$ cat src/spisp_defs.vh
// Purpose: constants for the serial EEPROM status and protection front end
// Assumes: 100 MHz system clock
// Notes:   opcodes compare bits 7:4 and 2:0, bit 3 is ignored
`ifndef SPISP_DEFS_VH
`define SPISP_DEFS_VH
`define SPISP_OP_SET_WEL    8'h06
`define SPISP_OP_CLR_WEL    8'h04
`define SPISP_OP_RD_STAT    8'h05
`define SPISP_OP_WR_STAT    8'h01
`define SPISP_OP_WR_ARRAY   8'h02
`define SPISP_OP_MASK       8'hF7
`define SPISP_BIT_READY     0
`define SPISP_BIT_WEL       1
`define SPISP_BIT_PL_LO     2
`define SPISP_BIT_PL_HI     3
`define SPISP_BIT_ARM       7
`define SPISP_BP_RESET      2'b00
`define SPISP_WRITE_TIME_US 4000
`define SPISP_CLK_MHZ       100
`define SPISP_WRITE_CYCLES  (`SPISP_WRITE_TIME_US * `SPISP_CLK_MHZ)
`endif

$ cat src/spisp_nvbits.v
// Purpose: nonvolatile store for the two block protect bits and the arm bit
// Assumes: contents survive system reset; only changed by a write
// Notes:   read data come from a register
module spisp_nvbits #(
   parameter WIDTH = 3
) (
   input  wire             clk_i,
   input  wire             wr_i,
   input  wire [WIDTH-1:0] wdata_i,
   output reg  [WIDTH-1:0] rdata_o
);
   // Factory state is all zero; no reset, so power loss keeps the value
   initial rdata_o = {WIDTH{1'b0}};
   always @(posedge clk_i) begin
      if (wr_i) begin
         rdata_o <= wdata_i;
      end
   end
endmodule // spisp_nvbits

$ cat src/spisp_sync.v
// Purpose: two flip-flop synchroniser for a group of pins
// Assumes: inputs are asynchronous to clk_i
// Notes:   first stage feeds only the second stage
module spisp_sync #(
   parameter       WIDTH = 1,
   parameter [WIDTH-1:0] INIT = {WIDTH{1'b0}}
) (
   input  wire             clk_i,
   input  wire             rst_n_i,
   input  wire [WIDTH-1:0] d_i,
   output reg  [WIDTH-1:0] q_o
);
   reg [WIDTH-1:0] meta_r;
   always @(posedge clk_i or negedge rst_n_i) begin
      if (!rst_n_i) begin
         meta_r <= INIT;
         q_o    <= INIT;
      end else begin
         meta_r <= d_i;
         q_o    <= meta_r;
      end
   end
endmodule // spisp_sync

$ cat src/spisp_top.v
// Purpose: serial slave front end, status register, write latch and protection
// Assumes: master uses clock mode 0 or 3, all pins asynchronous to CLK_SYS_I
// Notes:   array commands only clear the latch and start a write cycle
// How it works
// - Falling select starts a new instruction
// - Rising select ends operation, launches write
// - Standby after select high, after write
// - Output tristated while in standby
// - Modes 0 and 3, sample on rise
// - Output changes on serial clock fall
// - Guard active: pin low and arm set
// - Pause suspends clock, input and output
// - Pause pin high disables pausing
// - Status writable only unguarded with latch set
// - Bit0 busy; only status read while busy
// - Latch bit1, gates all writes, set command
// - Latch cleared at power up
// - Level bits pick protected array blocks
// - Level bits nonvolatile, factory zero
// - Bits 4 to 6 read zero when not writing
// - Guard protects only status register
// - Arm cannot drop while pin low
// - Status reads all ones while writing
// - Everything shifts most significant bit first
// - Set latch opcode 0000 X110
// - Clear latch after clear, status, array write
`include "spisp_defs.vh"
module spisp_top #(
   parameter WRITE_CYCLES = `SPISP_WRITE_CYCLES
) (
   input  wire       CLK_SYS_I,
   input  wire       RST_N_I,
   input  wire       SEL_N_I,
   input  wire       SCLK_I,
   input  wire       SDI_I,
   input  wire       GUARD_N_I,
   input  wire       PAUSE_N_I,
   output reg        SDO_O,
   output wire       SDO_OE_O,
   output wire [1:0] PROTECT_LEVEL_O,
   output wire       BUSY_O
);
   reg        rst_m_r;
   reg        rst_s_r;
   wire       rst_n;
   wire [4:0] pins_s;
   wire       sel_n_s;
   wire       sclk_s;
   wire       sdi_s;
   wire       guard_n_s;
   wire       pause_n_s;
   reg        sel_n_d_r;
   reg        sclk_d_r;
   reg        paused_r;
   reg        paused_nxt;
   reg        active_r;
   reg  [2:0] bit_cnt_r;
   reg  [7:0] shift_r;
   reg  [7:0] opcode_r;
   reg        have_op_r;
   reg  [7:0] out_r;
   reg        out_en_r;
   reg        got_data_r;
   reg  [7:0] wdata_r;
   reg        wel_r;
   reg        busy_r;
   reg [31:0] wcnt_r;
   reg        nv_wr;
   reg  [2:0] nv_wdata;
   wire [2:0] nv_bits;
   wire       guard_on;
   wire       sel_fall;
   wire       sel_rise;
   wire       sclk_rise;
   wire       sclk_fall;
   wire [7:0] status_val;
   wire [7:0] next_shift;
   wire       op_is_rd;
   wire       op_is_wr;
   wire       op_is_set;
   wire       op_is_clr;
   wire       op_is_arr;

   always @(posedge CLK_SYS_I or negedge RST_N_I) begin
      if (!RST_N_I) begin
         rst_m_r <= 1'b0;
         rst_s_r <= 1'b0;
      end else begin
         rst_m_r <= 1'b1;
         rst_s_r <= rst_m_r;
      end
   end
   assign rst_n = rst_s_r;

   spisp_sync #(
      .WIDTH (5),
      .INIT  (5'b10011)
   ) u_sync (
      .clk_i   (CLK_SYS_I),
      .rst_n_i (rst_n),
      .d_i     ({SEL_N_I, SCLK_I, SDI_I, GUARD_N_I, PAUSE_N_I}),
      .q_o     (pins_s)
   );
   assign sel_n_s   = pins_s[4];
   assign sclk_s    = pins_s[3];
   assign sdi_s     = pins_s[2];
   assign guard_n_s = pins_s[1];
   assign pause_n_s = pins_s[0];

   spisp_nvbits #(
      .WIDTH (3)
   ) u_nv (
      .clk_i   (CLK_SYS_I),
      .wr_i    (nv_wr),
      .wdata_i (nv_wdata),
      .rdata_o (nv_bits)
   );

   assign guard_on  = ~guard_n_s & nv_bits[2];
   assign sel_fall  = sel_n_d_r & ~sel_n_s;
   assign sel_rise  = ~sel_n_d_r & sel_n_s;
   // Pause freezes edge detection; the master keeps the clock low around it
   assign sclk_rise = active_r & ~paused_nxt & ~sclk_d_r & sclk_s;
   assign sclk_fall = active_r & ~paused_nxt & sclk_d_r & ~sclk_s;
   assign next_shift = {shift_r[6:0], sdi_s};

   // Bits 4 to 6 are never stored; all ones while writing
   assign status_val = busy_r ? 8'hFF :
                       {nv_bits[2], 3'b000, nv_bits[1:0], wel_r, 1'b0};
   assign op_is_rd  = (opcode_r & `SPISP_OP_MASK) == `SPISP_OP_RD_STAT;
   assign op_is_wr  = (opcode_r & `SPISP_OP_MASK) == `SPISP_OP_WR_STAT;
   assign op_is_set = (opcode_r & `SPISP_OP_MASK) == `SPISP_OP_SET_WEL;
   assign op_is_clr = (opcode_r & `SPISP_OP_MASK) == `SPISP_OP_CLR_WEL;
   assign op_is_arr = (opcode_r & `SPISP_OP_MASK) == `SPISP_OP_WR_ARRAY;

   // Pause only takes effect with the clock low; high pin means never paused
   always @* begin
      paused_nxt = paused_r;
      if (!active_r || pause_n_s) begin
         paused_nxt = 1'b0;
      end else if (!sclk_s) begin
         paused_nxt = 1'b1;
      end
   end

   assign SDO_OE_O        = out_en_r & active_r & ~paused_r;
   assign PROTECT_LEVEL_O = nv_bits[1:0];
   assign BUSY_O          = busy_r;

   always @* begin
      nv_wr    = 1'b0;
      nv_wdata = nv_bits;
      // Arm is taken from the old value if it would drop with the pin low
      if (sel_rise && active_r && have_op_r && !busy_r && op_is_wr && got_data_r
          && wel_r && !guard_on) begin
         nv_wr       = 1'b1;
         nv_wdata[1] = wdata_r[`SPISP_BIT_PL_HI];
         nv_wdata[0] = wdata_r[`SPISP_BIT_PL_LO];
         nv_wdata[2] = (!guard_n_s && nv_bits[2]) ? 1'b1 : wdata_r[`SPISP_BIT_ARM];
      end
   end

   always @(posedge CLK_SYS_I or negedge rst_n) begin
      if (!rst_n) begin
         sel_n_d_r  <= 1'b1;
         sclk_d_r   <= 1'b0;
         paused_r   <= 1'b0;
         active_r   <= 1'b0;
         bit_cnt_r  <= 3'd0;
         shift_r    <= 8'h00;
         opcode_r   <= 8'h00;
         have_op_r  <= 1'b0;
         out_r      <= 8'h00;
         out_en_r   <= 1'b0;
         got_data_r <= 1'b0;
         wdata_r    <= 8'h00;
         wel_r      <= 1'b0;
         busy_r     <= 1'b0;
         wcnt_r     <= 32'd0;
         SDO_O      <= 1'b0;
      end else begin
         sel_n_d_r <= sel_n_s;
         paused_r  <= paused_nxt;
         if (!paused_nxt) begin
            sclk_d_r <= sclk_s;
         end
         if (busy_r) begin
            if (wcnt_r == WRITE_CYCLES - 1) begin
               busy_r <= 1'b0;
               wcnt_r <= 32'd0;
            end else begin
               wcnt_r <= wcnt_r + 32'd1;
            end
         end
         if (sel_fall) begin
            active_r   <= 1'b1;
            bit_cnt_r  <= 3'd0;
            have_op_r  <= 1'b0;
            got_data_r <= 1'b0;
            out_en_r   <= 1'b0;
            sclk_d_r   <= sclk_s;
         end else if (sel_rise) begin
            active_r <= 1'b0;
            out_en_r <= 1'b0;
            if (active_r && have_op_r && !busy_r) begin
               if (op_is_set) begin
                  wel_r <= 1'b1;
               end else if (op_is_clr) begin
                  wel_r <= 1'b0;
               end else if (op_is_wr && got_data_r) begin
                  wel_r <= 1'b0;
                  if (wel_r && !guard_on) begin
                     busy_r <= 1'b1;
                     wcnt_r <= 32'd0;
                  end
               end else if (op_is_arr && got_data_r) begin
                  wel_r <= 1'b0;
                  // Neither block level nor the guard is checked; only the latch gates it
                  if (wel_r) begin
                     busy_r <= 1'b1;
                     wcnt_r <= 32'd0;
                  end
               end
            end
         end else if (sclk_rise) begin
            shift_r   <= next_shift;
            bit_cnt_r <= bit_cnt_r + 3'd1;
            if (bit_cnt_r == 3'd7) begin
               if (!have_op_r) begin
                  opcode_r  <= next_shift;
                  have_op_r <= 1'b1;
                  if ((next_shift & `SPISP_OP_MASK) == `SPISP_OP_RD_STAT) begin
                     out_r <= status_val;
                  end
               end else if (!got_data_r) begin
                  wdata_r    <= next_shift;
                  got_data_r <= 1'b1;
               end else if (op_is_rd) begin
                  out_r <= status_val;
               end
            end
         end else if (sclk_fall && have_op_r && op_is_rd) begin
            SDO_O    <= out_r[7];
            out_r    <= {out_r[6:0], 1'b0};
            out_en_r <= 1'b1;
         end
      end
   end
endmodule // spisp_top

$ cat config.mk
export PLATFORM = sky130hd
export DESIGN_NAME = spisp_top
export DESIGN_NICKNAME = d
export VERILOG_FILES = /design/src/spisp_nvbits.v /design/src/spisp_sync.v /design/src/spisp_top.v
export VERILOG_INCLUDE_DIRS = /design/src
export SDC_FILE = /design/constraint.sdc
export NUM_CORES = 1
export LEC_CHECK = 0
export BUFFER_PORTS_ARGS = -buffer_cell sky130_fd_sc_hd__buf_2
export CORE_MARGIN = 2
export CORE_UTILIZATION = 65
export CTS_CLUSTER_SIZE = 24
export DETAILED_ROUTE_END_ITERATION = 7
export PLACE_DENSITY = 0.83
export SLEW_MARGIN = 0
export SYNTH_ARGS = -nofsm -noshare
export SYNTH_HDL_FRONTEND = slang
export SYNTH_HIERARCHICAL = 1
export SYNTH_SLANG_ARGS = --single-unit
$ cat constraint.sdc
create_clock -name CLK_SYS_I -period 5.6 [get_ports CLK_SYS_I]
set_input_delay 1.12 -clock CLK_SYS_I [delete_from_list [all_inputs] [get_ports CLK_SYS_I]]
set_output_delay 1.12 -clock CLK_SYS_I [all_outputs]
set_load 0.02 [all_outputs]
==> results of run 1 <==
worst register-to-register path: stages (launching register included):
cell and delay, ps:
dfstp_2 550, inv_1 40, ha_1 270, nor4_1 930
nand3_1 170, nor3_1 450, mux2_2 390
per-stage QoR:
step / util (%) / setup slack [ps]
floorplan: - / 3160
global placement: 68.9 / 2900
detailed placement: 68.9 / 2800
CTS: 72.0 / 2780
global route: 72.0 / 2520
finish: 72.0 / 2690
flip-flops by register name, indices dropped and copies added, names as in the netlist:
register / cells
SDO_O: 1
paused_r: 1
have_op_r: 1
rst_m_r: 1
shift_r: 7
rst_n: 1
got_data_r: 1
u_sync/meta_r: 5
BUSY_O: 1
wcnt_r: 32
sclk_d_r: 1
out_r: 8
u_sync/q_o: 5
bit_cnt_r: 3
out_en_r: 1
active_r: 1
u_nv/rdata_o: 3
wdata_r: 3
opcode_r: 7
wel_r: 1
sel_n_d_r: 1
cell usage in the layout (no fill, tap or decap), types with 5 or more instances in the layout:
cell type / instances
a21oi_1: 8
and3_1: 10
buf_2: 11
clkbuf_8: 10
dfrtp_1: 74
dfstp_2: 7
ha_1: 5
inv_1: 13
mux2_2: 22
mux2_4: 8
nand2_1: 23
nand3_1: 13
nand4_1: 15
nor2_1: 42
nor2b_1: 5
nor3_1: 11
nor4_1: 10
o21ai_0: 12
xnor2_1: 16
xor2_1: 10
cell type report:
cell class                 instances  area [sq um]  area share, %
timing repair buffer              12          62.6           1.47
clock buffer                      10           138           3.23
multi-input combinational        252          1720           40.3
inverter                          13          48.8           1.15
sequential                        85          2150           50.6
clock inverter                     6          47.5           1.12
tap                               75          93.8           2.20
cells by family (layout without fill, tap and decap cells):
kind of cell	Yosys count	count (layout)
AND/OR/NAND/NOR	152	152
flip-flops	85	85
buffers and inverters	26	41
AO/OA/AOI/OAI	37	37
adder cells (fa/ha/maj)	5	5
XOR/XNOR	26	26
multiplexers	31	31
other	1	1
synth_stat cells, drive strengths merged, types with 2 or more instances:
library cell  count  area (sq um)
nand2            23          86.3
o21ai            12          60.1
clkbuf            6          32.5
nor3b             3          22.5
a22oi             2          15.0
nor2             42           158
a21o              4          33.8
nor4b             2          17.5
nand3            13          65.1
ha                5          62.6
or4               2          18.8
a211oi            3          27.5
or3               4          31.3
xnor2            16           140
nor2b             5          31.3
edfxtp            3          90.1
and2              3          18.8
buf               7          48.8
inv              13          48.8
dfstp             7           184
mux2             30           368
a21oi             8          40.0
nand4            15          93.8
and4              2          17.5
nor4             11          75.1
and3             11          70.1
xor2             10          87.6
nor3             11          55.1
a31oi             2          12.5
dfrtp            75          1880
report_power, final:
part	switching, mW	internal, mW	total [mW]
sequential	0.0287	0.638	0.667
clock	0.228	0.176	0.405
combinational	0.0179	0.0210	0.0389
total	0.275	0.835	1.11
routing by layer:
| metal | vias up | GRT usage, % | wire [microns] | share of wire [%] |
|---|---|---|---|---|
| li1 | 1302 | - | - | - |
| met1 | 1356 | 36.9 | 3540 | 48 |
| met2 | 80 | 34.9 | 3400 | 46 |
| met3 | 13 | 4.89 | 316 | 4.3 |
| met4 | 0 | 8.83 | 97 | 1.3 |
| met5 | - | 0 | 0 | 0 |
how the worst min path moves through the flow:
stage          cells after the start            end             start
2_1_floorplan                      0          rst_n           rst_m_r
3_3_place_gp                       0  u_sync/q_o[3]  u_sync/meta_r[3]
3_5_place_dp                       0  u_sync/q_o[2]  u_sync/meta_r[2]
4_1_cts                            0  u_sync/q_o[3]  u_sync/meta_r[3]
5_1_grt                            0  u_sync/q_o[1]  u_sync/meta_r[1]
6_report                           0          rst_n           rst_m_r
==> impl_metrics.py, run 1 <==
metrics = {
    "setup_path": {
        "startpoint": "sel_n_d_r",
        "critical_path_class": "reg -> reg",
        "worstPathCellList": "inv_1 -> ha_1 -> nor4_1 -> nand3_1 -> nor3_1 -> mux2_2",
        "max_stage_delay_ps": 930,
        "cp.depth": 6,
        "cp.arrival_ps": 3150,
        "crit_path_end": "wdata_r[2]",
        "end_kind": "flop",
        "critPathSlowestCell": "nor4_1",
        "reg2reg_depth": 6,
        "reg2reg_to": "wdata_r[2]",
        "critPathBufInv": 1,
        "reg2reg_setup_slack_ps": 2690,
        "required_ps": 5840,
        "regToRegStartpoint": "sel_n_d_r",
        "crit_family": "simple AND/OR/NAND/NOR gates",
        "start_kind": "flop",
        "cp_max_fo": 9,
    },
    "layout": {
        "num-fill-cells": 403,
        "design_area_sq_mm": 0.00426,
        "diodes": 0,
        "area_delta_synth_final_pct": 6.60,
        "drive_above_1_share_pct": 19.8,
        "final_cells": 453,
        "nNetsFinal": 385,
    },
    "floorplanning": {
        "core_sq_mm": 0.00592,
        "initial_core_util_pct": 67.5,
        "die_h_microns": 82.4,
        "dieArea_sq_mm": 0.00679,
        "ios": 12,
        "chipWidth_microns": 82.4,
        "num_rows": 28,
    },
    "power": {
        "total_power_mw": 1.11,
        "powerDensity_mw_per_mm2": 261,
        "ir_drop_mv": 0.247,
        "power_leakage_nw": 1.96,
    },
    "timing": {
        "fin_crit_ps": 2910,
        "timing.hold.ws_ps": 360,
        "fin_skew_ps": 16.5,
        "fin_setup_tns_ps": 0,
        "finalSetupViolations": 0,
        "rsz0062_at_grt": "false",
        "hold_violations": 0,
        "maxSlewHeadroom_pct": 29.7,
        "fmax_ghz": 0.343,
        "slew_violations": 0,
        "fin_crit_sh_pct": 52.0,
        "tightest_slew_ps": 1040,
    },
    "synth": {
        "syn_area_sq_mm": 0.00400,
        "synthMuxAreaShare_pct": 9.45,
        "synth_fa_ha_area_share_pct": 1.56,
        "yosysWarnings": 6,
        "synth_top_family_by_area": "simple AND/OR/NAND/NOR gates",
        "async_flop_share_pct": 96.5,
        "seq_area_frac_synth_pct": 53.8,
        "synth_area_per_cell_sq_um": 11.0,
        "synthSimpleGateAreaFrac_pct": 20.1,
        "post_synth_num_cell_types": 54,
        "synth_ff_type": "dfrtp_1",
        "netlist_instances": 363,
        "synth_xor_area_share_pct": 5.70,
        "mappedNetlistNets": 375,
        "synth-seq-cells": 85,
        "synth-compound-area-share_pct": 6.01,
        "synth_edf_count": 3,
    },
    "status": {
        "status": "finished clean",
    },
    "global_route": {
        "antenna_found_initial": 0,
        "grt_usage_pct": 24.4,
        "grt_max_degree": 81,
        "grt_pass1_vias": 2593,
        "overflow": 0,
        "grt_pass1_wl_mm": 12.4,
    },
    "detailed_routing": {
        "drc": 0,
        "drtIter0Drc": 215,
        "drt_pass1_iterations": 4,
        "post_drt_wl_per_cell_microns": 16.2,
        "vias": 2751,
        "via_per_inst": 6.07,
        "ant_nets": 0,
        "totalWireLength_mm": 7.35,
    },
    "clock_tree": {
        "holdBufCountCts": 0,
        "cts-root-buf": "clkbuf_8",
        "cts_tree": "built",
        "path_clk_slew_ps": 90,
        "cts.repair.resized": 0,
        "clock_sinks": 85,
        "cts_htree_levels": 3,
        "post_cts.repair.setup_buffers": 0,
        "cts_buffers": 9,
        "cts_buffer_depth": 2,
        "clkLatencyLatePin_ps": 350,
    },
    "flow_run": {
        "cap_violations": 0,
    },
    "placement": {
        "gp_congestion": 0.897,
        "place_inst": 437,
        "dpl-instance-area_sq_mm": 0.00408,
        "io_buffers": 11,
        "dp_hpwl_mm": 5.09,
    },
    "worst_hold_path": {
        "hold_path.class": "reg -> reg",
    },
}
No activity file was read; power rests on OpenSTA's default activity.
==> run 2, diff against run 1 <==
CORE_UTILIZATION = 56   (was 65)
PLACE_DENSITY = 0.76   (was 0.83)
clock period = 2.5 ns   (was 5.6 ns; I/O delays follow)
==> impl_metrics.py, run 2 (same netlist as run 1, synthesis figures left out) <==
metrics = {
    "layout": {
        "nNetsFinal": 399,
        "area_delta_synth_final_pct": 10.6,
        "top_regs": "wcnt_r (32), out_r (8)",
        "num-fill-cells": 558,
        "layout_common_cells": "74 x dfrtp_1, 42 x nor2_1, 23 x nand2_1, 22 x mux2_2, 16 x xnor2_1",
        "final-seq-area_sq_mm": 0.00215,
        "final_common_cell": "dfrtp_1",
        "diodes": 0,
        "largest_register_ffs": 32,
        "multi_input_area_sq_mm": 0.00172,
        "post-route-util_pct": 64.4,
        "drive_above_1_share_pct": 22.4,
        "regMostFlops": "wcnt_r",
    },
    "worst_hold_path": {
        "hp-start": "GUARD_N_I",
        "hold_path_end": "u_sync/meta_r[1]",
        "hold_path.class": "in -> reg",
        "hold_depth": 1,
    },
    "flow_run": {
        "cap_violations": 0,
    },
    "timing": {
        "finalSetupViolations": 0,
        "maxSlewHeadroom_pct": 34.9,
        "fin_skew_ps": 11.1,
        "fin_setup_tns_ps": 0,
        "fmax_ghz": 0.413,
        "timing.hold.ws_ps": 230,
        "slew_violations": 0,
        "fin_crit_ps": 2420,
        "rsz0062_at_grt": "false",
        "fin_crit_sh_pct": 96.9,
        "hold_violations": 0,
        "tightest_slew_ps": 977,
    },
    "clock_tree": {
        "clkLatencyLatePin_ps": 360,
        "cts-root-buf": "clkbuf_8",
        "cts_buffers": 9,
        "cts_tree": "built",
        "post_cts.repair.setup_buffers": 0,
        "clock_sinks": 85,
        "path_clk_slew_ps": 90,
        "cts_buffer_depth": 2,
        "cts_htree_levels": 3,
    },
    "detailed_routing": {
        "via_per_inst": 5.64,
        "totalWireLength_mm": 7.49,
        "post_drt_wl_per_cell_microns": 15.3,
        "drt_pass1_iterations": 4,
        "drtIter0Drc": 266,
        "ant_nets": 0,
        "drc": 0,
        "vias": 2753,
    },
    "floorplanning": {
        "dieArea_sq_mm": 0.00783,
        "core_sq_mm": 0.00687,
        "num_rows": 30,
        "die_h_microns": 88.5,
        "ios": 12,
        "chipWidth_microns": 88.5,
        "initial_core_util_pct": 58.2,
    },
    "setup_path": {
        "cp.depth": 4,
        "critPathSlowestCell": "a2111o_2",
        "required_ps": 2740,
        "reg2reg_depth": 4,
        "cp.arrival_ps": 2660,
        "regToRegStartpoint": "opcode_r[6]",
        "critical_path_class": "reg -> reg",
        "cp_max_fo": 8,
        "start_kind": "flop",
        "max_stage_delay_ps": 620,
        "reg2reg_to": "out_r[7]",
        "end_kind": "flop",
        "reg2reg_setup_slack_ps": 80,
        "crit_family": "simple AND/OR/NAND/NOR gates",
        "worstPathCellList": "or4_4 -> or3_4 -> a2111o_2 -> mux2_4",
        "critPathBufInv": 0,
    },
    "power": {
        "powerDensity_mw_per_mm2": 578,
        "ir_drop_mv": 0.478,
        "total_power_mw": 2.56,
        "power_leakage_nw": 2.03,
    },
    "global_route": {
        "grt_pass1_vias": 2684,
        "grt_pass1_wl_mm": 12.9,
        "antenna_found_initial": 0,
        "grt_usage_pct": 21.6,
        "grt_max_degree": 79,
        "overflow": 0,
    },
    "placement": {
        "io_buffers": 11,
        "gp_congestion": 0.793,
        "dp_hpwl_mm": 5.14,
    },
    "status": {
        "status": "finished clean",
    },
}
## run 2: through the flow
| stage | area [sq um] | std cells | worst slack (ps) |
|---|---|---|---|
| after floorplan | 4000 | 363 | 59.3 |
| after global placement | 4210 | 471 | 96.5 |
| after detailed placement | 4210 | 471 | 58.4 |
| after CTS | 4420 | 488 | 42.1 |
| after global routing | 4420 | 488 | 26.2 |
| final | 4420 | 488 | 77.3 |
## run 2: layout make-up
| class | instances | area share [%] |
|---|---|---|
| flip-flops and latches | 85 | 48.7 |
| multi-input cells | 252 | 38.8 |
| repair buffers | 26 | 4.13 |
| clock buffers | 10 | 2.89 |
| well taps | 96 | 2.72 |
| clock inverters | 6 | 1.61 |
| inverters | 13 | 1.10 |
## run 2: where the power goes
part / total (mW) / switching, mW / internal, mW
registers: 1.49 / 0.0629 / 1.43
clock network: 0.972 / 0.504 / 0.469
logic: 0.0933 / 0.0406 / 0.0527
total: 2.56 / 0.607 / 1.95
## run 2: metal layers
layer	track usage [%]	vias up	share of wire, %
met1	31.6	1356	49
li1	-	1332	-
met4	8.40	0	2.0
met5	0	-	0
met3	4.85	16	4.1
met2	31.6	49	44
## run 2: repair_timing
| action | 4_1_cts | 5_1_grt |
|---|---|---|
| hold buffers | 1 | 0 |
| hold endpoints to repair | 2 | 0 |
| gates resized for setup | 0 | 1 |
| endpoints found under the setup margin | 0 | 8 |
## run 2: worst max path at each step
stage / from / endpoint
finish: opcode_r[6] / out_r[7]
global route: opcode_r[6] / out_r[7]
CTS: opcode_r[6] / out_r[7]
detailed placement: opcode_r[6] / out_r[7]
global placement: opcode_r[6] / out_r[5]
floorplan: rst_n / BUSY_O
## run 2: worst register-to-register path, delay by kind of cell, from the launching register on
kind | cells | cell delay (ps)
multiplexers | 1 | 340
AO/OA/AOI/OAI | 1 | 620
AND/OR/NAND/NOR | 2 | 940
flip-flops | 1 | 410
==> run 3, diff against run 2 <==
ABC_AREA = 1   (was not set)
==> impl_metrics.py, run 3 <==
metrics = {
    "status": {
        "status": "finished clean",
    },
    "timing": {
        "fmax_ghz": 0.508,
        "fin_crit_ps": 1970,
        "fin_crit_sh_pct": 78.8,
        "fin_skew_ps": 10.1,
        "fin_setup_tns_ps": 0,
        "finalSetupViolations": 0,
        "tightest_slew_ps": 994,
        "maxSlewHeadroom_pct": 33.7,
        "rsz0062_at_grt": "false",
        "hold_violations": 0,
        "timing.hold.ws_ps": 223,
        "slew_violations": 0,
    },
    "detailed_routing": {
        "vias": 3558,
        "post_drt_wl_per_cell_microns": 13.5,
        "via_per_inst": 5.26,
        "drt_pass1_iterations": 4,
        "drc": 0,
        "ant_nets": 0,
        "totalWireLength_mm": 9.14,
        "drtIter0Drc": 169,
    },
    "global_route": {
        "overflow": 0,
        "grt_pass1_vias": 3543,
        "antenna_found_initial": 0,
        "grt_usage_pct": 23.4,
        "grt_max_degree": 81,
        "grt_pass1_wl_mm": 15.9,
    },
    "layout": {
        "final_cells": 677,
        "largest_register_ffs": 32,
        "drive_above_1_share_pct": 13.2,
        "final_common_cell": "nand2_1",
        "design_area_sq_mm": 0.00483,
        "area_delta_synth_final_pct": 9.22,
        "num-fill-cells": 665,
        "regMostFlops": "wcnt_r",
        "nNetsFinal": 582,
        "top_regs": "wcnt_r (32), out_r (8)",
        "diodes": 0,
        "layout_common_cells": "140 x nand2_1, 92 x nor2_1, 74 x dfrtp_1, 60 x inv_1, 38 x nand3_1",
    },
    "synth": {
        "yosys.cell_count.top_type": "nand2_1",
        "synth_top_cell_by_area": "dfrtp_1",
        "syn_area_sq_mm": 0.00442,
        "yosysWarnings": 6,
        "synth-seq-cells": 85,
        "synth_edf_count": 3,
        "mappedNetlistNets": 566,
        "synth_ff_type": "dfrtp_1",
        "post_synth_num_cell_types": 37,
        "yosys-top-cells-count": "140 x nand2_1, 92 x nor2_1, 75 x dfrtp_1, 60 x inv_1, 38 x nand3_1",
        "synth.area.top_cells": "dfrtp_1 42%, nand2_1 12%, nor2_1 7.8%",
        "seq_area_frac_synth_pct": 48.6,
        "synth_top_area_share_pct": 42.4,
        "synth_area_per_cell_sq_um": 7.99,
        "async_flop_share_pct": 96.5,
        "netlist_instances": 554,
    },
    "power": {
        "ir_drop_mv": 0.410,
        "power_leakage_nw": 2.20,
        "powerDensity_mw_per_mm2": 577,
        "total_power_mw": 2.79,
    },
    "floorplanning": {
        "num_rows": 32,
        "initial_core_util_pct": 57.6,
        "chipWidth_microns": 92.9,
        "dieArea_sq_mm": 0.00863,
        "core_sq_mm": 0.00769,
        "ios": 12,
        "die_h_microns": 92.9,
    },
    "setup_path": {
        "regToRegStartpoint": "u_sync/q_o[4]",
        "reg2reg_depth": 8,
        "end_kind": "flop",
        "reg2reg_setup_slack_ps": 530,
        "cp_max_fo": 14,
        "critical_path_class": "reg -> reg",
        "cp.arrival_ps": 2210,
        "required_ps": 2740,
        "startpoint": "u_sync/q_o[4]",
        "start_kind": "flop",
        "reg2reg_to": "opcode_r[4]",
    },
    "worst_hold_path": {
        "hp-start": "GUARD_N_I",
        "hold_path_end": "u_sync/meta_r[1]",
        "hold_path.class": "in -> reg",
        "hold_depth": 1,
    },
    "clock_tree": {
        "path_clk_slew_ps": 90,
        "clkLatencyLatePin_ps": 360,
        "clock_sinks": 85,
        "cts.repair.resized": 0,
        "cts_buffers": 9,
        "holdBufCountCts": 1,
        "cts-root-buf": "clkbuf_8",
        "cts_tree": "built",
        "cts_htree_levels": 3,
        "cts_buffer_depth": 2,
        "post_cts.repair.setup_buffers": 0,
    },
    "placement": {
        "gp_congestion": 0.886,
        "place_inst": 660,
        "dpl-instance-area_sq_mm": 0.00457,
        "dp_hpwl_mm": 6.47,
        "io_buffers": 11,
    },
    "flow_run": {
        "cap_violations": 0,
    },
}
run 3: changes by cell type in the layout (fill, tap and decap cells not counted), moves of 10 or more:
cell / before / now
inv_1: 13 / 60
o21ai_0: 12 / 23
xnor2_1: 16 / 3
nand3_1: 13 / 38
nand2_1: 23 / 140
nor4_1: 10 / 0
nor2_1: 42 / 92
mux2_2: 22 / 0
buf_4: 13 / 1
run 3: metrics by stage:
stage | setup WS (ps) | util, %
after floorplan | 59.3 | -
after global placement | 625 | 59.4
after detailed placement | 555 | 59.4
after CTS | 542 | 62.9
after global routing | 343 | 62.9
final | 530 | 62.9
run 3: where the power goes:
| part | internal (mW) | switching [mW] |
|---|---|---|
| clock network | 0.679 | 0.531 |
| registers | 1.42 | 0.0525 |
| logic | 0.0369 | 0.0641 |
run 3: cells by family (layout without fill, tap and decap cells):
kind of cell             count (synthesis)  count (layout)  share of synthesized area (%)
flip-flops                              85              85                           48.6
adder cells (fa/ha/maj)                  5               5                           1.41
buffers and inverters                   71              92                           6.53
other                                    1               1                         0.0848
XOR/XNOR                                18              18                           3.56
AO/OA/AOI/OAI                           45              45                           6.19
AND/OR/NAND/NOR                        329             329                           33.6
run 3: worst max-delay path, cell delays in order, from the launching register on:
cell and delay [ps]:
dfstp_2 550, inv_1 50, ha_1 260, nor2_1 110, inv_1 100, nor2_4 180
nand3_2 300, nand2_1 210, o21ai_2 80
run 3: metal layers:
metal	track usage, %	vias to the layer above	share of wire [%]
met3	5.04	16	3.7
li1	-	1784	-
met5	0	-	0
met2	40.6	66	51
met1	28.1	1692	44
met4	9.56	0	2.1
run 3: layout make-up:
cell class,instances,area (sq um),share of cell area [%]
clock buffers,9,124,2.56
clock inverters,7,133,2.74
inverters,63,236,4.89
multi-input cells,398,1980,41.1
flip-flops and latches,85,2150,44.6
well taps,102,128,2.64
repair buffers,13,72.6,1.50
run 3: how the worst max path moves through the flow:
stage,endpoint,slack [ps],cells past startpoint
6_report,opcode_r[4],530,8
5_1_grt,wcnt_r[31],340,8
4_1_cts,wcnt_r[27],540,8
3_5_place_dp,wcnt_r[31],550,8
3_3_place_gp,wcnt_r[24],630,8
2_1_floorplan,BUSY_O,60,0
